File: src/verilog/irq_edge_pkg.sv
// shared constants and carrier types of the edge and master-enable block
package irq_edge_pkg;
	// bus geometry
	localparam int ADR_W = 16;
	localparam int DAT_W = 32;
	localparam int IDX_W = 14;
	localparam int REG_W = 8;
	localparam int LINE_N = 8;
	localparam int LINE_IDX_W = 3;

	// register indices, byte address is four times the index
	localparam logic [IDX_W-1:0] IDX_EN_HIGH = 14'h0fc4;
	localparam logic [IDX_W-1:0] IDX_EN_LOW = 14'h0fc5;
	localparam logic [IDX_W-1:0] IDX_EDGE_POL = 14'h0fcd;
	localparam logic [IDX_W-1:0] IDX_SHARED = 14'h0fce;
	localparam logic [IDX_W-1:0] IDX_MASTER = 14'h0fcf;
	localparam logic [IDX_W-1:0] IDX_STATUS = 14'h0fd0;
	localparam logic [IDX_W-1:0] IDX_MASK = 14'h0fd1;

	// field positions
	localparam int BIT_MASTER_EN = 7;
	localparam int BIT_VOLTAGE_SHARE = 7;
	localparam int BIT_SHARE_CMP = 6;
	localparam int LANE_LOW = 0;

	// reset values
	localparam logic [REG_W-1:0] RST_BYTE = 8'h00;
	localparam logic [DAT_W-1:0] RST_WORD = 32'h0000_0000;
	localparam logic [LINE_IDX_W-1:0] RST_LINE = 3'h0;
	localparam logic [1:0] RST_SYNC = 2'h0;

	// priority levels of a request line, high and low enable bits
	typedef enum logic [1:0] {
		PRI_OFF,
		PRI_LOW,
		PRI_MED,
		PRI_HIGH
	} priority_t;

	// classic wishbone request from the master
	typedef struct packed {
		logic cyc;
		logic stb;
		logic we;
		logic [3:0] sel;
		logic [ADR_W-1:0] adr;
		logic [DAT_W-1:0] dat;
	} wb_req_t;

	// wishbone answer of the slave
	typedef struct packed {
		logic ack;
		logic [DAT_W-1:0] dat;
	} wb_rsp_t;

	// one-cycle instruction events from the processor core
	typedef struct packed {
		logic enable_interrupts_instruction;
		logic interrupt_return_instruction;
		logic disable_interrupts_instruction;
		logic ack;
	} cpu_evt_t;

	// raw interrupt sources
	typedef struct packed {
		logic [LINE_N-1:0] port_a;
		logic low_voltage_detector;
		logic comparator;
	} irq_src_t;

	// request toward the processor core
	typedef struct packed {
		logic req;
		priority_t level;
		logic [LINE_IDX_W-1:0] line;
	} cpu_req_t;
endpackage
File: src/verilog/irq_edge_ctrl.sv
// edge select, shared source select and master enable with wishbone slave
// What this block does
// - polarity bit 0 falling, 1 rising edge
// - select bit 7 picks port bit 7 or detector
// - select bit 6 picks port bit 6 or comparator
// - shared requests edge-triggered, switching may fire
// - master enable 0 blocks core requests, not irq_o
// - enable set by enable, return instruction, write one
// - cleared by disable instruction, ack, reset, write zero
// - high and low enable give three priorities and off
`timescale 1ns/10ps
module irq_edge_ctrl
	import irq_edge_pkg::*;
(
	input wire logic mclk_i,
	input wire logic nrst_i,
	input wire wb_req_t wb_req_i,
	output wb_rsp_t wb_rsp_o,
	input wire cpu_evt_t cpu_evt_i,
	input wire irq_src_t src_i,
	output cpu_req_t cpu_req_o,
	output logic irq_o
);
	typedef struct packed {
		logic [REG_W-1:0] en_high;
		logic [REG_W-1:0] en_low;
		logic [REG_W-1:0] edge_pol;
		logic [REG_W-1:0] shared_sel;
		logic master_en;
		logic [REG_W-1:0] status;
		logic [REG_W-1:0] mask;
		logic ack;
		logic [DAT_W-1:0] rdat;
		logic irq;
		logic cpu_irq;
		priority_t pri_level;
		logic [LINE_IDX_W-1:0] pri_line;
	} ctl_state_t;

	logic [1:0] rst_sync_reg;
	logic rst_n;
	ctl_state_t st_reg;
	ctl_state_t st_next;
	logic [LINE_N-1:0] line_src;
	logic [LINE_N-1:0] ev_pulse;
	logic [IDX_W-1:0] idx;
	logic bus_req;
	logic do_access;
	logic do_write;
	logic do_read;
	logic wr_master;
	logic [REG_W-1:0] wbyte;
	logic en_evt;
	logic dis_evt;

	// reset release through two flops
	always_ff @(posedge mclk_i or negedge nrst_i) begin
		if (!nrst_i) begin
			rst_sync_reg <= RST_SYNC;
		end else begin
			rst_sync_reg <= {rst_sync_reg[0], 1'b1};
		end
	end

	assign rst_n = rst_sync_reg[1];

	// shared line routing ahead of the detector
	always_comb begin
		line_src = src_i.port_a;
		if (st_reg.shared_sel[BIT_VOLTAGE_SHARE]) begin
			line_src[BIT_VOLTAGE_SHARE] =
				src_i.low_voltage_detector;
		end
		if (st_reg.shared_sel[BIT_SHARE_CMP]) begin
			line_src[BIT_SHARE_CMP] = src_i.comparator;
		end
	end

	// a switch of source passes through the same edge path
	irq_edge_detect u_detect (
		.mclk_i(mclk_i),
		.rst_n_i(rst_n),
		.sig_i(line_src),
		.pol_i(st_reg.edge_pol),
		.pulse_o(ev_pulse)
	);

	// bus decode, access takes effect on the acked edge
	assign idx = wb_req_i.adr[ADR_W-1:2];
	assign bus_req = wb_req_i.cyc && wb_req_i.stb;
	assign do_access = bus_req && st_reg.ack;
	assign do_write = do_access && wb_req_i.we && wb_req_i.sel[LANE_LOW];
	assign do_read = do_access && !wb_req_i.we;
	assign wbyte = wb_req_i.dat[REG_W-1:0];
	assign wr_master = do_write && (idx == IDX_MASTER);

	// core events that move the master enable
	assign en_evt = cpu_evt_i.enable_interrupts_instruction ||
		cpu_evt_i.interrupt_return_instruction;
	assign dis_evt = cpu_evt_i.disable_interrupts_instruction ||
		cpu_evt_i.ack;

	// read data for an index, unmapped reads zero
	function automatic logic [DAT_W-1:0] read_word(
		input logic [IDX_W-1:0] i,
		input ctl_state_t s
	);
		logic [REG_W-1:0] b;
		b = RST_BYTE;
		unique case (i)
			IDX_EN_HIGH: b = s.en_high;
			IDX_EN_LOW: b = s.en_low;
			IDX_EDGE_POL: b = s.edge_pol;
			IDX_SHARED: b = s.shared_sel;
			IDX_MASTER: b[BIT_MASTER_EN] = s.master_en;
			IDX_STATUS: b = s.status;
			IDX_MASK: b = s.mask;
			default: b = RST_BYTE;
		endcase
		return {{(DAT_W-REG_W){1'b0}}, b};
	endfunction

	// next state of the whole block
	always_comb begin
		logic [REG_W-1:0] clr;
		logic found;
		st_next = st_reg;
		clr = RST_BYTE;
		found = 1'b0;
		// wishbone handshake, ack one cycle then drop
		st_next.ack = bus_req && !st_reg.ack;
		if (bus_req && !st_reg.ack) begin
			st_next.rdat = read_word(idx, st_reg);
		end else if (st_reg.ack) begin
			st_next.rdat = RST_WORD;
		end
		// plain read-write configuration registers
		if (do_write) begin
			unique case (idx)
				IDX_EN_HIGH: st_next.en_high = wbyte;
				IDX_EN_LOW: st_next.en_low = wbyte;
				IDX_EDGE_POL: st_next.edge_pol = wbyte;
				IDX_SHARED: st_next.shared_sel = wbyte;
				IDX_MASK: st_next.mask = wbyte;
				default: st_next.mask = st_reg.mask;
			endcase
		end
		// master enable, disable and ack win over enable events, events win over a write
		if (wr_master) begin
			st_next.master_en = wbyte[BIT_MASTER_EN];
		end
		if (en_evt) begin
			st_next.master_en = 1'b1;
		end
		if (dis_evt) begin
			st_next.master_en = 1'b0;
		end
		// sticky requests, a read clears only the bits it returned
		// so an edge caught during the read is not lost
		if (do_read && idx == IDX_STATUS) begin
			clr = st_reg.rdat[REG_W-1:0];
		end
		if (cpu_evt_i.ack && st_reg.cpu_irq) begin
			clr[st_reg.pri_line] = 1'b1;
		end
		st_next.status = (st_reg.status & ~clr) | ev_pulse;
		// highest pending level, lowest line on a tie
		st_next.pri_level = PRI_OFF;
		st_next.pri_line = RST_LINE;
		for (int i = LINE_N - 1; i >= 0; i--) begin
			if (st_next.status[i] &&
				{st_next.en_high[i], st_next.en_low[i]} != PRI_OFF &&
				priority_t'({st_next.en_high[i], st_next.en_low[i]})
				>= st_next.pri_level) begin
				st_next.pri_level = priority_t'({st_next.en_high[i],
					st_next.en_low[i]});
				st_next.pri_line = LINE_IDX_W'(i);
				found = 1'b1;
			end
		end
		st_next.cpu_irq = found && st_next.master_en;
		st_next.irq = |(st_next.status & st_next.mask);
	end

	// single register bank of the block
	always_ff @(posedge mclk_i or negedge rst_n) begin
		if (!rst_n) begin
			st_reg <= '0;
		end else begin
			st_reg <= st_next;
		end
	end

	// outputs straight from flops
	assign wb_rsp_o.ack = st_reg.ack;
	assign wb_rsp_o.dat = st_reg.rdat;
	assign cpu_req_o.req = st_reg.cpu_irq;
	assign cpu_req_o.level = st_reg.pri_level;
	assign cpu_req_o.line = st_reg.pri_line;
	assign irq_o = st_reg.irq;
endmodule

File: src/verilog/irq_edge_detect.sv
// synchroniser and polarity-selected edge detector for the request lines
`timescale 1ns/10ps
module irq_edge_detect
	import irq_edge_pkg::*;
(
	input wire logic mclk_i,
	input wire logic rst_n_i,
	input wire logic [LINE_N-1:0] sig_i,
	input wire logic [LINE_N-1:0] pol_i,
	output logic [LINE_N-1:0] pulse_o
);
	typedef struct packed {
		logic [LINE_N-1:0] s1;
		logic [LINE_N-1:0] s2;
		logic [LINE_N-1:0] prev;
		logic [LINE_N-1:0] pulse;
	} det_state_t;

	det_state_t st_reg;
	det_state_t st_next;

	// sync chain, previous copy, one-cycle pulse on the chosen edge
	always_comb begin
		st_next = st_reg;
		st_next.s1 = sig_i;
		st_next.s2 = st_reg.s1;
		st_next.prev = st_reg.s2;
		st_next.pulse = (pol_i & st_reg.s2 & ~st_reg.prev) |
			(~pol_i & ~st_reg.s2 & st_reg.prev);
	end

	always_ff @(posedge mclk_i or negedge rst_n_i) begin
		if (!rst_n_i) begin
			st_reg <= '0;
		end else begin
			st_reg <= st_next;
		end
	end

	assign pulse_o = st_reg.pulse;
endmodule

File: config.mk
export PLATFORM = sky130hd
export DESIGN_NAME = irq_edge_ctrl
export DESIGN_NICKNAME = d
export VERILOG_FILES = /design/src/verilog/irq_edge_pkg.sv /design/src/verilog/irq_edge_ctrl.sv /design/src/verilog/irq_edge_detect.sv
export SDC_FILE = /design/constraint.sdc
export NUM_CORES = 1
export LEC_CHECK = 0
export BUFFER_PORTS_ARGS = -buffer_cell sky130_fd_sc_hd__buf_4
export CAP_MARGIN = 25
export CELL_PAD_IN_SITES_DETAIL_PLACEMENT = 1
export CELL_PAD_IN_SITES_GLOBAL_PLACEMENT = 1
export CORE_MARGIN = 4
export CORE_UTILIZATION = 43
export DETAILED_ROUTE_END_ITERATION = 12
export PLACE_DENSITY = 0.81
export REMOVE_ABC_BUFFERS = 1
export SLEW_MARGIN = 20
export SYNTH_ARGS = -nofsm -noshare
export SYNTH_HDL_FRONTEND = slang
export SYNTH_SLANG_ARGS = --single-unit
File: constraint.sdc
create_clock -name mclk_i -period 3.9 [get_ports mclk_i]
set_input_delay 0 -clock mclk_i [delete_from_list [all_inputs] [get_ports mclk_i]]
set_output_delay 0 -clock mclk_i [all_outputs]
set_load 0.01 [all_outputs]
Yosys cells after proc, flatten, opt, wreduce, memory -nomap -nowiden
Cells that the tools add are included.
{"block": "op_classes", "mux": 36, "order_cmp": 10, "n_reduce_logical": 43, "eq_ne": 7, "bitwise_logic": 13}
{"operator": "$eq A14 B12 Y1 const B", "n": 7}
{"operator": "$mux W32", "n": 3}
{"operator": "$mux W8", "n": 8}
{"operator": "$and A8 B8 Y8", "n": 6}
{"operator": "$pmux W7 S6", "n": 1}
{"operator": "$mux W5", "n": 8}
{"operator": "$not A8 Y8", "n": 4}
{"operator": "$logic_and A1 B1 Y1", "n": 27}
{"operator": "$or A8 B8 Y8", "n": 3}
{"operator": "$reduce_bool A2 Y1", "n": 9}
{"operator": "$ge A2 B2 Y1", "n": 7}
{"operator": "$mux W1", "n": 14}
{"operator": "$reduce_or A8 Y1", "n": 1}
{"operator": "$pmux W1 S7", "n": 1}
{"operator": "$lt A3 B4 Y1 const B", "n": 1}
{"operator": "$reduce_and A2 Y1", "n": 2}
{"operator": "$demux W1 S3", "n": 1}
{"operator": "$ge A3 B1 Y1 const B", "n": 1}
{"operator": "$ge A2 B1 Y1 const B", "n": 1}
{"operator": "$logic_not A1 Y1", "n": 2}
{"operator": "$logic_or A1 B1 Y1", "n": 2}
{"block": "word_totals", "output_inout_bits": 40, "input_bits": 71, "ff_bits": 123, "word_cells": 127}

Depth between registers and ports, before layout
Gate-level depths: netlist of run 1.
{"block": "depth", "word_depth": 35, "ltp_mapped": 51, "mapped_depth_nobuf": 49}

Modules after synthesis
Synthesis of run 1 repeated with hierarchy kept, for this count alone.
{"block": "unflattened", "cells_unflattened": 467, "area_unflattened_um2": 5207.5}
{"module": "irq_edge_ctrl", "instances": 1, "cells_each": 403, "seq_area_each_um2": 1676.6, "area_each_um2": 4210.3}
{"module": "irq_edge_detect", "instances": 1, "cells_each": 64, "seq_area_each_um2": 800.8, "area_each_um2": 997.2}

Worst setup path before layout of run 1
OpenSTA, ideal clock, no wires.
{"block": "synth_timing", "path_kind": "flip-flop to flip-flop", "from": "register st_reg (netlist bit wb_rsp_o[32])", "to": "register st_reg (netlist bit cpu_req_o[5])", "setup_slack_ns": -5.384, "t_arrival_ns": 9.160, "setup_time_ns": 0.124, "path_buffers": 1, "synth_period_minus_slack_ns": 9.284, "path_stages_with_launch": 51, "path_cell_list": "dfrtp_1 > nand3_1 > nor4_2 > and2_1 > clkbuf_1 > a22o_1 > nor2_1 > ha_1 > nand2b_1 > a21oi_1 > a211o_1 > nor2_2 > o32ai_4 > ha_1 > nand2b_1 > a2111oi_1 > a211oi_2 > o211a_1 > [... 15 more ...] > o21ai_1 > o22a_1 > o21ai_2 > nand2_1 > ha_1 > nor2b_1 > o41ai_2 > nand2_1 > nand2_1 > nor2_1 > a21boi_2 > ha_1 > nand2b_1 > a21oi_1 > or2_2 > a21o_1 > nand3_1 > o31a_1"}
{"element": "start: declaration", "line_no": "irq_edge_ctrl.sv:42", "rtl": "ctl_state_t st_reg;"}
{"element": "start signal: assignment", "line_no": "irq_edge_ctrl.sv:190", "rtl": "st_reg <= st_next;"}

==> flow_summary.toml, run 1 <==
[place]
dp_cells = 750
gp_congestion = 0.8647
place_hpwl_um = 12090
dpl_worst_slack_ps = -5246
postPlaceCellArea_mm2 = 0.006302
io_buffers = 57

[timing]
worst_slew_pin_slew_ps = 849.2
period_share = 2.229
fin_setup_tns_ps = -28090
setup_viol = 6
rsz0062_at_grt = "true"
layout_min_cycle_time_ps = 8692
hold_viol = 0
finClkSkew_ps = 9.535
fin_ws_ps = -4792
relSlewSlack = 0.4318
slew_violations = 0
fmax_ghz = 0.1150
whs_ps = 35.13

[synth]
async_flop_share = 1.000
ys_seq_area_frac = 0.4876
synthTopCellsByArea = "dfrtp_1 (49%), mux2_2 (7.1%), buf_4 (5.8%)"
syn_inst = 459
avgSynthCellArea_um2 = 11.07
synth_top_cell_area_share = 0.4876
ys_top_cells_by_count = "dfrtp_1 (99), nand2_1 (46), buf_4 (39), mux2_2 (32)"
yosysWarnings = 0
ys_seq_elements = 99
ys.flop_type = "dfrtp_1"
synth_cell_types = 68
synth.most_common_cell = "dfrtp_1"
syn_area_mm2 = 0.005081
synth-edff-count = 0
yosysTopAreaCell = "dfrtp_1"

[drt]
wl_met3_um = 1333
vias_per_cell = 5.880
wl_met2_um = 10710
antenna_left = 0
remaining_drc_errors = 0
wl_per_cell_um = 25.11
firstDrtPassIters = 6
wl_met1_um = 7583
finalWirelength_um = 20720
vias = 4851
route.top_layer_used = "met4"
drtIter0Drc = 410

[floorplanning]
fp.coreArea_mm2 = 0.01152
rows = 39
die_y_um = 116.7
start_util = 0.4412
die_area_mm2 = 0.01362
die_x_um = 116.7
pin_count = 111

[final_layout]
largest_reg_flops = 49
nFillCells = 1192
n_antenna_cell = 0
design_area_mm2 = 0.007406
nets = 757
finalNonFillerCells = 825
drive_above_1_share = 0.4765
syn_to_final_growth_pct = 45.75

[critical_path]
slowest_stage = "dfrtp_1"
cp-startpoint = "wb_rsp_o[32]"
r2r-start = "wb_rsp_o[32]"
end_kind = "flip-flop"
start_kind = "flip-flop"
crit_buf_inv = 1
cp_top_family = "compound AO/OA/AOI/OAI gates"
slowest_delay_ps = 410
crit_type = "flip-flop to flip-flop"
arrival_ps = 8940
critPathRequiredTime_ps = 4150
cp_max_fo = 3

[global_routing]
grt_pass1_wl_um = 28440
overflow = 0
track_usage = 0.2806
grt_max_degree = 78
grt_pass1_vias = 5297
antenna_found_initial = 0

[flow_run]
maxCapViolCount = 0

[clock_tree]
root_buffer = "clkbuf_16"
cts-buffers-inserted = 9
cts_num_sinks = 99
clockBufferDepth = 2
clk_pin_slew_ps = 80
htree_levels = 3
tritoncts = "built"
clk_latency_ps = 360

[power_and_ir_drop]
peakVddDrop_mv = 0.2729
p_leak_uw = 0.003780
power_density_mw_per_mm2 = 289.8

[outcome]
status = "finished, violations left"
violations = "setup timing"

[hold_path]
hold_path_startpoint = "wb_req_i[7]"
min_path_type = "primary input to flip-flop"
==> through the flow <==
step / power (uW) / utilization
detailed placement: 1195 / 0.5473
global route: 2219 / 0.6431
floorplan: 1116 / -
finish: 2146 / 0.6431
CTS: 2139 / 0.6279
global placement: 1188 / 0.5473
==> report_power, final <==
part / internal (uW) / switching (uW)
Sequential: 1040 / 21.2
Clock: 511 / 433
Combinational: 64.6 / 71.9
==> area by class of cell <==
| cell class | count | area (um^2) | area share |
|---|---|---|---|
| well taps | 143 | 178.9 | 0.02416 |
| clock inverters | 7 | 82.58 | 0.01115 |
| multi-input cells | 310 | 2541 | 0.3431 |
| inverters | 28 | 105.1 | 0.01419 |
| clock buffers | 9 | 225.2 | 0.03041 |
| repair buffers | 229 | 1792 | 0.2419 |
| flip-flops and latches | 99 | 2481 | 0.3350 |
==> worst reg2reg max path, delay by kind of cell, from the launching register on <==
family	cells	cell delay [ps]
buf+inv	1	130
simple gates	22	3010
compound gates	20	3290
fa+ha+maj	7	1740
flops	1	410
==> final timing paths <==
check / slack [ps] / to / cells after the start
max: -4790 / cpu_req_o[1] / 50
min: 40 / st_reg[88] / 4
max reg2reg: -4790 / cpu_req_o[1] / 50
min reg2reg: 340 / st_reg[73] / 0
max in group asynchronous: 2570 / st_reg[80] / 2
min in group asynchronous: 340 / st_reg[73] / 0
==> what timing repair did <==
action,in CTS,in global routing
hold buffers,18,0
setup buffers,36,5
endpoints found under the hold margin,29,0
resized for setup,35,21
endpoints found under the setup margin,6,6
pin swaps,32,28
==> cells by family after synthesis <==
kind of cell,after synthesis,share of synthesized area
AO/OA/AOI/OAI,93,0.1544
adder cells (fa/ha/maj),9,0.02216
buffers and inverters,73,0.08446
flip-flops,99,0.4876
multiplexers,44,0.1002
other,2,0.001478
AND/OR/NAND/NOR,139,0.1497
==> cells in the final DEF, fill, tap and decap left out, types with 5 or more instances in the layout <==
cell and count:
a21oi_1 10, a222oi_1 15, a22o_1 8, a31oi_1 5, buf_4 206, clkbuf_16 9, conb_1 25, dfrtp_1 98
dlygate4sd3_1 18, ha_4 5, inv_1 27, mux2_2 32, mux2i_1 9, nand2_1 43, nor2_1 26, nor2b_1 5
nor3_1 6, o21ai_0 12
==> per-layer routing <==
metal | up-vias | global-route usage
met5 | - | 0
met2 | 304 | 0.5123
li1 | 2031 | -
met1 | 2430 | 0.3078
met3 | 86 | 0.05337
met4 | 0 | 0.1437
Note: power is estimated with default switching activity, not from simulation.
==> run 2, diff against run 1 <==
- CORE_UTILIZATION: 43 -> 44
- CTS_BUF_LIST: not set -> sky130_fd_sc_hd__clkbuf_8
- PLACE_DENSITY: 0.81 -> 0.82
==> flow_summary.toml, run 2 (same netlist as run 1, synthesis figures left out) <==
[critical_path]
arrival_ps = 9230
slowest_stage = "dfrtp_1"
cp_top_family = "compound AO/OA/AOI/OAI gates"
critPathRequiredTime_ps = 4220
cp_max_fo = 3
slowest_delay_ps = 450
crit_buf_inv = 2
end_kind = "flip-flop"
start_kind = "flip-flop"
crit_type = "flip-flop to flip-flop"

[global_routing]
grt_pass1_wl_um = 28370
track_usage = 0.2843
grt_max_degree = 76
grt_pass1_vias = 5197
antenna_found_initial = 0
overflow = 0

[floorplanning]
fp.coreArea_mm2 = 0.01108
die_y_um = 115.5
die_x_um = 115.5
rows = 38
pin_count = 111
die_area_mm2 = 0.01333
start_util = 0.4587

[clock_tree]
cts_num_sinks = 99
clockBufferDepth = 2
clk_pin_slew_ps = 120
tritoncts = "built"
clk_latency_ps = 410
htree_levels = 3
cts-buffers-inserted = 9
root_buffer = "clkbuf_8"

[flow_run]
maxCapViolCount = 0

[hold_path]
min_path_type = "primary input to flip-flop"

[final_layout]
n_antenna_cell = 0
multi_input_area_mm2 = 0.002554
syn_to_final_growth_pct = 43.24
drive_above_1_share = 0.4696
nets = 750
largest_reg_flops = 49
finalNonFillerCells = 815
regArea_mm2 = 0.002481
layout_commonest_cell = "buf_4"
final_cell_mix = "buf_4 (194), dfrtp_1 (98), nand2_1 (40), mux2_2 (32)"
nFillCells = 1164

[place]
place_hpwl_um = 12630
gp_congestion = 0.8893
dpl_worst_slack_ps = -5236
dp_cells = 747
io_buffers = 57

[drt]
wl_met2_um = 11160
remaining_drc_errors = 0
wl_per_cell_um = 27.32
drtIter0Drc = 467
antenna_left = 0
wl_met1_um = 7658
wl_met3_um = 1636
route.top_layer_used = "met4"
vias_per_cell = 6.113
vias = 4982
firstDrtPassIters = 7
finalWirelength_um = 22270

[power_and_ir_drop]
p_leak_uw = 0.003694
power_density_mw_per_mm2 = 263.5
p_total_uw = 1918
peakVddDrop_mv = 0.2972

[timing]
worst_slew_pin_slew_ps = 1034
finClkSkew_ps = 26.15
period_share = 2.284
relSlewSlack = 0.3108
fin_ws_ps = -5009
rsz0062_at_grt = "true"
whs_ps = 17.87
slew_violations = 0
fmax_ghz = 0.1122
hold_viol = 0
setup_viol = 6
layout_min_cycle_time_ps = 8909

[outcome]
violations = "setup timing"
status = "finished, violations left"
-- run 2: worst reg2reg max path: cells and delay by family, from the launching register on --
kind                       cells  cell delay, ps
AOI/OAI and AO/OA             19            3270
adders and majority gates      7            1900
buffers and inverters          2             230
and+or+nand+nor               21            2990
DFF                            1             450
-- run 2: power breakdown --
group	total, uW	internal [uW]	leakage [uW]	switching, uW
registers	1060	1050	0.00127	16.3
logic	146	66.2	0.00232	80.0
clock network	710	256	0.000102	454
total	1920	1370	0.00369	550
-- run 2: cell type report --
class / instances / share of cell area
Clock buffer: 9 / 0.01702
Clock inverter: 7 / 0.01083
Multi-Input combinational cell: 310 / 0.3509
Tap cell: 140 / 0.02407
Sequential cell: 99 / 0.3409
Timing Repair Buffer: 222 / 0.2419
Inverter: 28 / 0.01444
-- run 2: metal layers --
layer  vias up  track usage
met5         -            0
met3       140      0.05222
li1       2004            -
met1      2480       0.3138
met4         0       0.1502
met2       358       0.5177
-- run 2: repair_timing --
action                     CTS  global route
buffers inserted            23             6
hold endpoints to repair    30             1
pin swaps                   34            12
hold buffers                21             1
setup endpoints to repair    6             6
resized for setup           32            25
-- run 2: worst paths after layout --
check                                     start      endpoint  slack [ps]  cells past startpoint
worst min-delay path                wb_req_i[4]    st_reg[61]          20                      3
min in group asynchronous       rst_sync_reg[1]         irq_o         190                      0
worst min register to register  rst_sync_reg[1]         irq_o         190                      0
worst max register to register     cpu_req_o[2]  cpu_req_o[2]       -5010                     49
worst max-delay path               cpu_req_o[2]  cpu_req_o[2]       -5010                     49
max in group asynchronous       rst_sync_reg[1]    st_reg[87]        2640                      2
-- run 2: metrics by stage --
| step | util | instance area, um^2 | setup TNS (ps) |
|---|---|---|---|
| final | 0.6570 | 7278 | -29730 |
| after CTS | 0.6358 | 7043 | -26670 |
| after global routing | 0.6570 | 7278 | -31960 |
| after detailed placement | 0.5686 | 6299 | -30810 |
| after floorplan | - | 4843 | -31170 |
| after global placement | 0.5686 | 6299 | -27340 |
==> run 3, diff against run 2 <==
- SYNTH_HIERARCHICAL: not set -> 1
==> flow_summary.toml, run 3 <==
[floorplanning]
die_y_um = 116.8
fp.coreArea_mm2 = 0.01152
die_area_mm2 = 0.01364
die_x_um = 116.8
start_util = 0.4522
rows = 39
pin_count = 111

[critical_path]
cp-startpoint = "wb_rsp_o[32]"
slowest_stage = "dfrtp_1"
reg2reg_to = "cpu_req_o[5]"
critPathRequiredTime_ps = 4180
r2r-start = "wb_rsp_o[32]"
slowest_delay_ps = 370
cp_max_fo = 3
rrSetupSlack_ps = -5090
endpoint = "cpu_req_o[5]"
worst-r2r-cell-count = 45
arrival_ps = 9270
start_kind = "flip-flop"
crit_top_cell = "ha_1"
end_kind = "flip-flop"
crit_type = "flip-flop to flip-flop"

[drt]
antenna_left = 0
finalWirelength_um = 18440
drtIter0Drc = 385
firstDrtPassIters = 7
vias = 4643
remaining_drc_errors = 0
vias_per_cell = 5.648
wl_per_cell_um = 22.43

[global_routing]
antenna_found_initial = 0
track_usage = 0.2715
grt_pass1_vias = 5112
overflow = 0
grt_max_degree = 60
grt_pass1_wl_um = 27840

[final_layout]
nets = 754
regArea_mm2 = 0.002481
design_area_mm2 = 0.007286
layout_commonest_cell = "buf_4"
drive_above_1_share = 0.4772
final_cell_mix = "buf_4 (195), dfrtp_1 (98), nand2_1 (37), mux2_2 (34), conb_1 (25)"
multi_input_area_mm2 = 0.002603
syn_to_final_growth_pct = 39.91
nFillCells = 1232
n_antenna_cell = 0
largest_reg_flops = 49

[synth]
synth.most_common_cell = "dfrtp_1"
ys.flop_type = "dfrtp_1"
synth_cell_types = 81
ys_seq_area_frac = 0.4757
syn_inst = 467
syn_area_mm2 = 0.005207
synth_top_cell_area_share = 0.4757
yosysTopAreaCell = "dfrtp_1"
avgSynthCellArea_um2 = 11.15
ys_top_cells_by_count = "dfrtp_1 (99), buf_4 (47), nand2_1 (37), mux2_2 (35), inv_1 (23)"
synth-edff-count = 0
async_flop_share = 1.000
synthTopCellsByArea = "dfrtp_1 (48%), mux2_2 (7.6%), buf_4 (6.8%)"
yosysWarnings = 6
ys_seq_elements = 99

[timing]
slew_violations = 0
fmax_ghz = 0.1113
hold_viol = 0
period_share = 2.305
worst_slew_pin_slew_ps = 810.0
rsz0062_at_grt = "true"
layout_min_cycle_time_ps = 8989
fin_ws_ps = -5089
setup_viol = 6
finClkSkew_ps = 12.17
relSlewSlack = 0.4600

[clock_tree]
clk_pin_slew_ps = 110
cts_num_sinks = 99
root_buffer = "clkbuf_8"
clockBufferDepth = 2
clk_latency_ps = 390
htree_levels = 3
tritoncts = "built"
cts-buffers-inserted = 9

[place]
place_hpwl_um = 12030
dpl_worst_slack_ps = -5323
gp_congestion = 0.8535
io_buffers = 57
postPlaceCellArea_mm2 = 0.006347

[power_and_ir_drop]
p_seq_frac = 0.576
intPower_uw = 1358
combPwrFrac = 0.071
p_sw_uw = 495.6
p_leak_uw = 0.003568
power_switching_share = 0.2674
p_clk_frac = 0.353
peakVddDrop_mv = 0.2458
power_density_mw_per_mm2 = 254.4
p_total_uw = 1853

[flow_run]
maxCapViolCount = 0

[hold_path]
min_path_cells = 3
min_path_type = "primary input to flip-flop"

[outcome]
status = "finished, violations left"
violations = "setup timing"
-- run 3: cell types whose count changed in the layout (fill, tap and decap cells not counted), moves of 6 or more --
cell / previous run / this run
inv_1: 27 / 21
nand2b_1: 2 / 11
nand3_1: 3 / 14
nor2_1: 27 / 14
o21ai_0: 13 / 7
o22ai_1: 0 / 9
-- run 3: cells by family (layout without fill, tap and decap cells) --
group	after synthesis	count (layout)	share of synthesized area
AO/OA/AOI/OAI	97	97	0.1547
XOR/XNOR	1	1	0.001682
adder cells (fa/ha/maj)	13	13	0.02955
buffers and inverters	74	263	0.08866
flip-flops	99	99	0.4757
multiplexers	41	41	0.08818
other	2	25	0.001442
AND/OR/NAND/NOR	140	140	0.1600
-- run 3: layout make-up --
cell class | count | share of cell area
Clock buffer | 9 | 0.01700
Clock inverter | 7 | 0.008758
Inverter | 23 | 0.01185
Multi-Input combinational cell | 317 | 0.3572
Sequential cell | 99 | 0.3405
Tap cell | 143 | 0.02456
Timing Repair Buffer | 224 | 0.2401
-- run 3: critical path: cells and delay by family (launching register included) --
family,cells,cell delay (ps)
flops,1,370
mux,1,340
simple gates,17,2820
compound gates,14,2650
fa+ha+maj,10,2510
buf+inv,3,190
-- run 3: stage by stage --
| step | util | hold slack, ps | instances | setup TNS (ps) |
|---|---|---|---|---|
| finish | 0.6327 | 10.30 | 822 | -29980 |
| global route | 0.6327 | 2.486 | 822 | -31590 |
| CTS | 0.6199 | 8.885 | 813 | -27770 |
| detailed placement | 0.5512 | -216.9 | 748 | -30890 |
| global placement | 0.5512 | -217.9 | 748 | -28600 |
| floorplan | - | -295.6 | 439 | -30840 |
-- run 3: how the worst min path moves through the flow --
stage           startpoint         endpoint  slack (ps)
2_1_floorplan       nrst_i  rst_sync_reg[0]        -300
3_5_place_dp        nrst_i  rst_sync_reg[0]        -220
3_3_place_gp        nrst_i  rst_sync_reg[0]        -220
5_1_grt        wb_req_i[4]       st_reg[61]           2
4_1_cts        wb_req_i[4]       st_reg[69]           9
6_report       wb_req_i[4]       st_reg[61]          10
-- run 3: power by group through the flow --
stage / Combinational [uW] / Sequential (uW) / Clock, uW
after floorplan: 32.2 / 1090 / 0
after global placement: 107 / 1090 / 0
after detailed placement: 111 / 1090 / 0
after CTS: 128 / 1070 / 647
after global routing: 144 / 1070 / 706
final: 132 / 1070 / 654
-- run 3: repair_timing --
item                                    4_1_cts  5_1_grt
hold buffers                                 22        1
endpoints found under the setup margin        6        6
pin swaps                                    37       24
gates cloned                                  0        0
hold endpoints to repair                     28        1
buffers inserted                             28        7
resized for setup                            39       13
-- run 3: per-layer routing --
| layer | vias to the layer above | track usage | part of all wire |
|---|---|---|---|
| met2 | 190 | 0.4975 | 0.53 |
| li1 | 2046 | - | - |
| met1 | 2359 | 0.3128 | 0.38 |
| met5 | - | 0 | 0 |
| met4 | 0 | 0.1284 | 0.038 |
| met3 | 48 | 0.03496 | 0.046 |
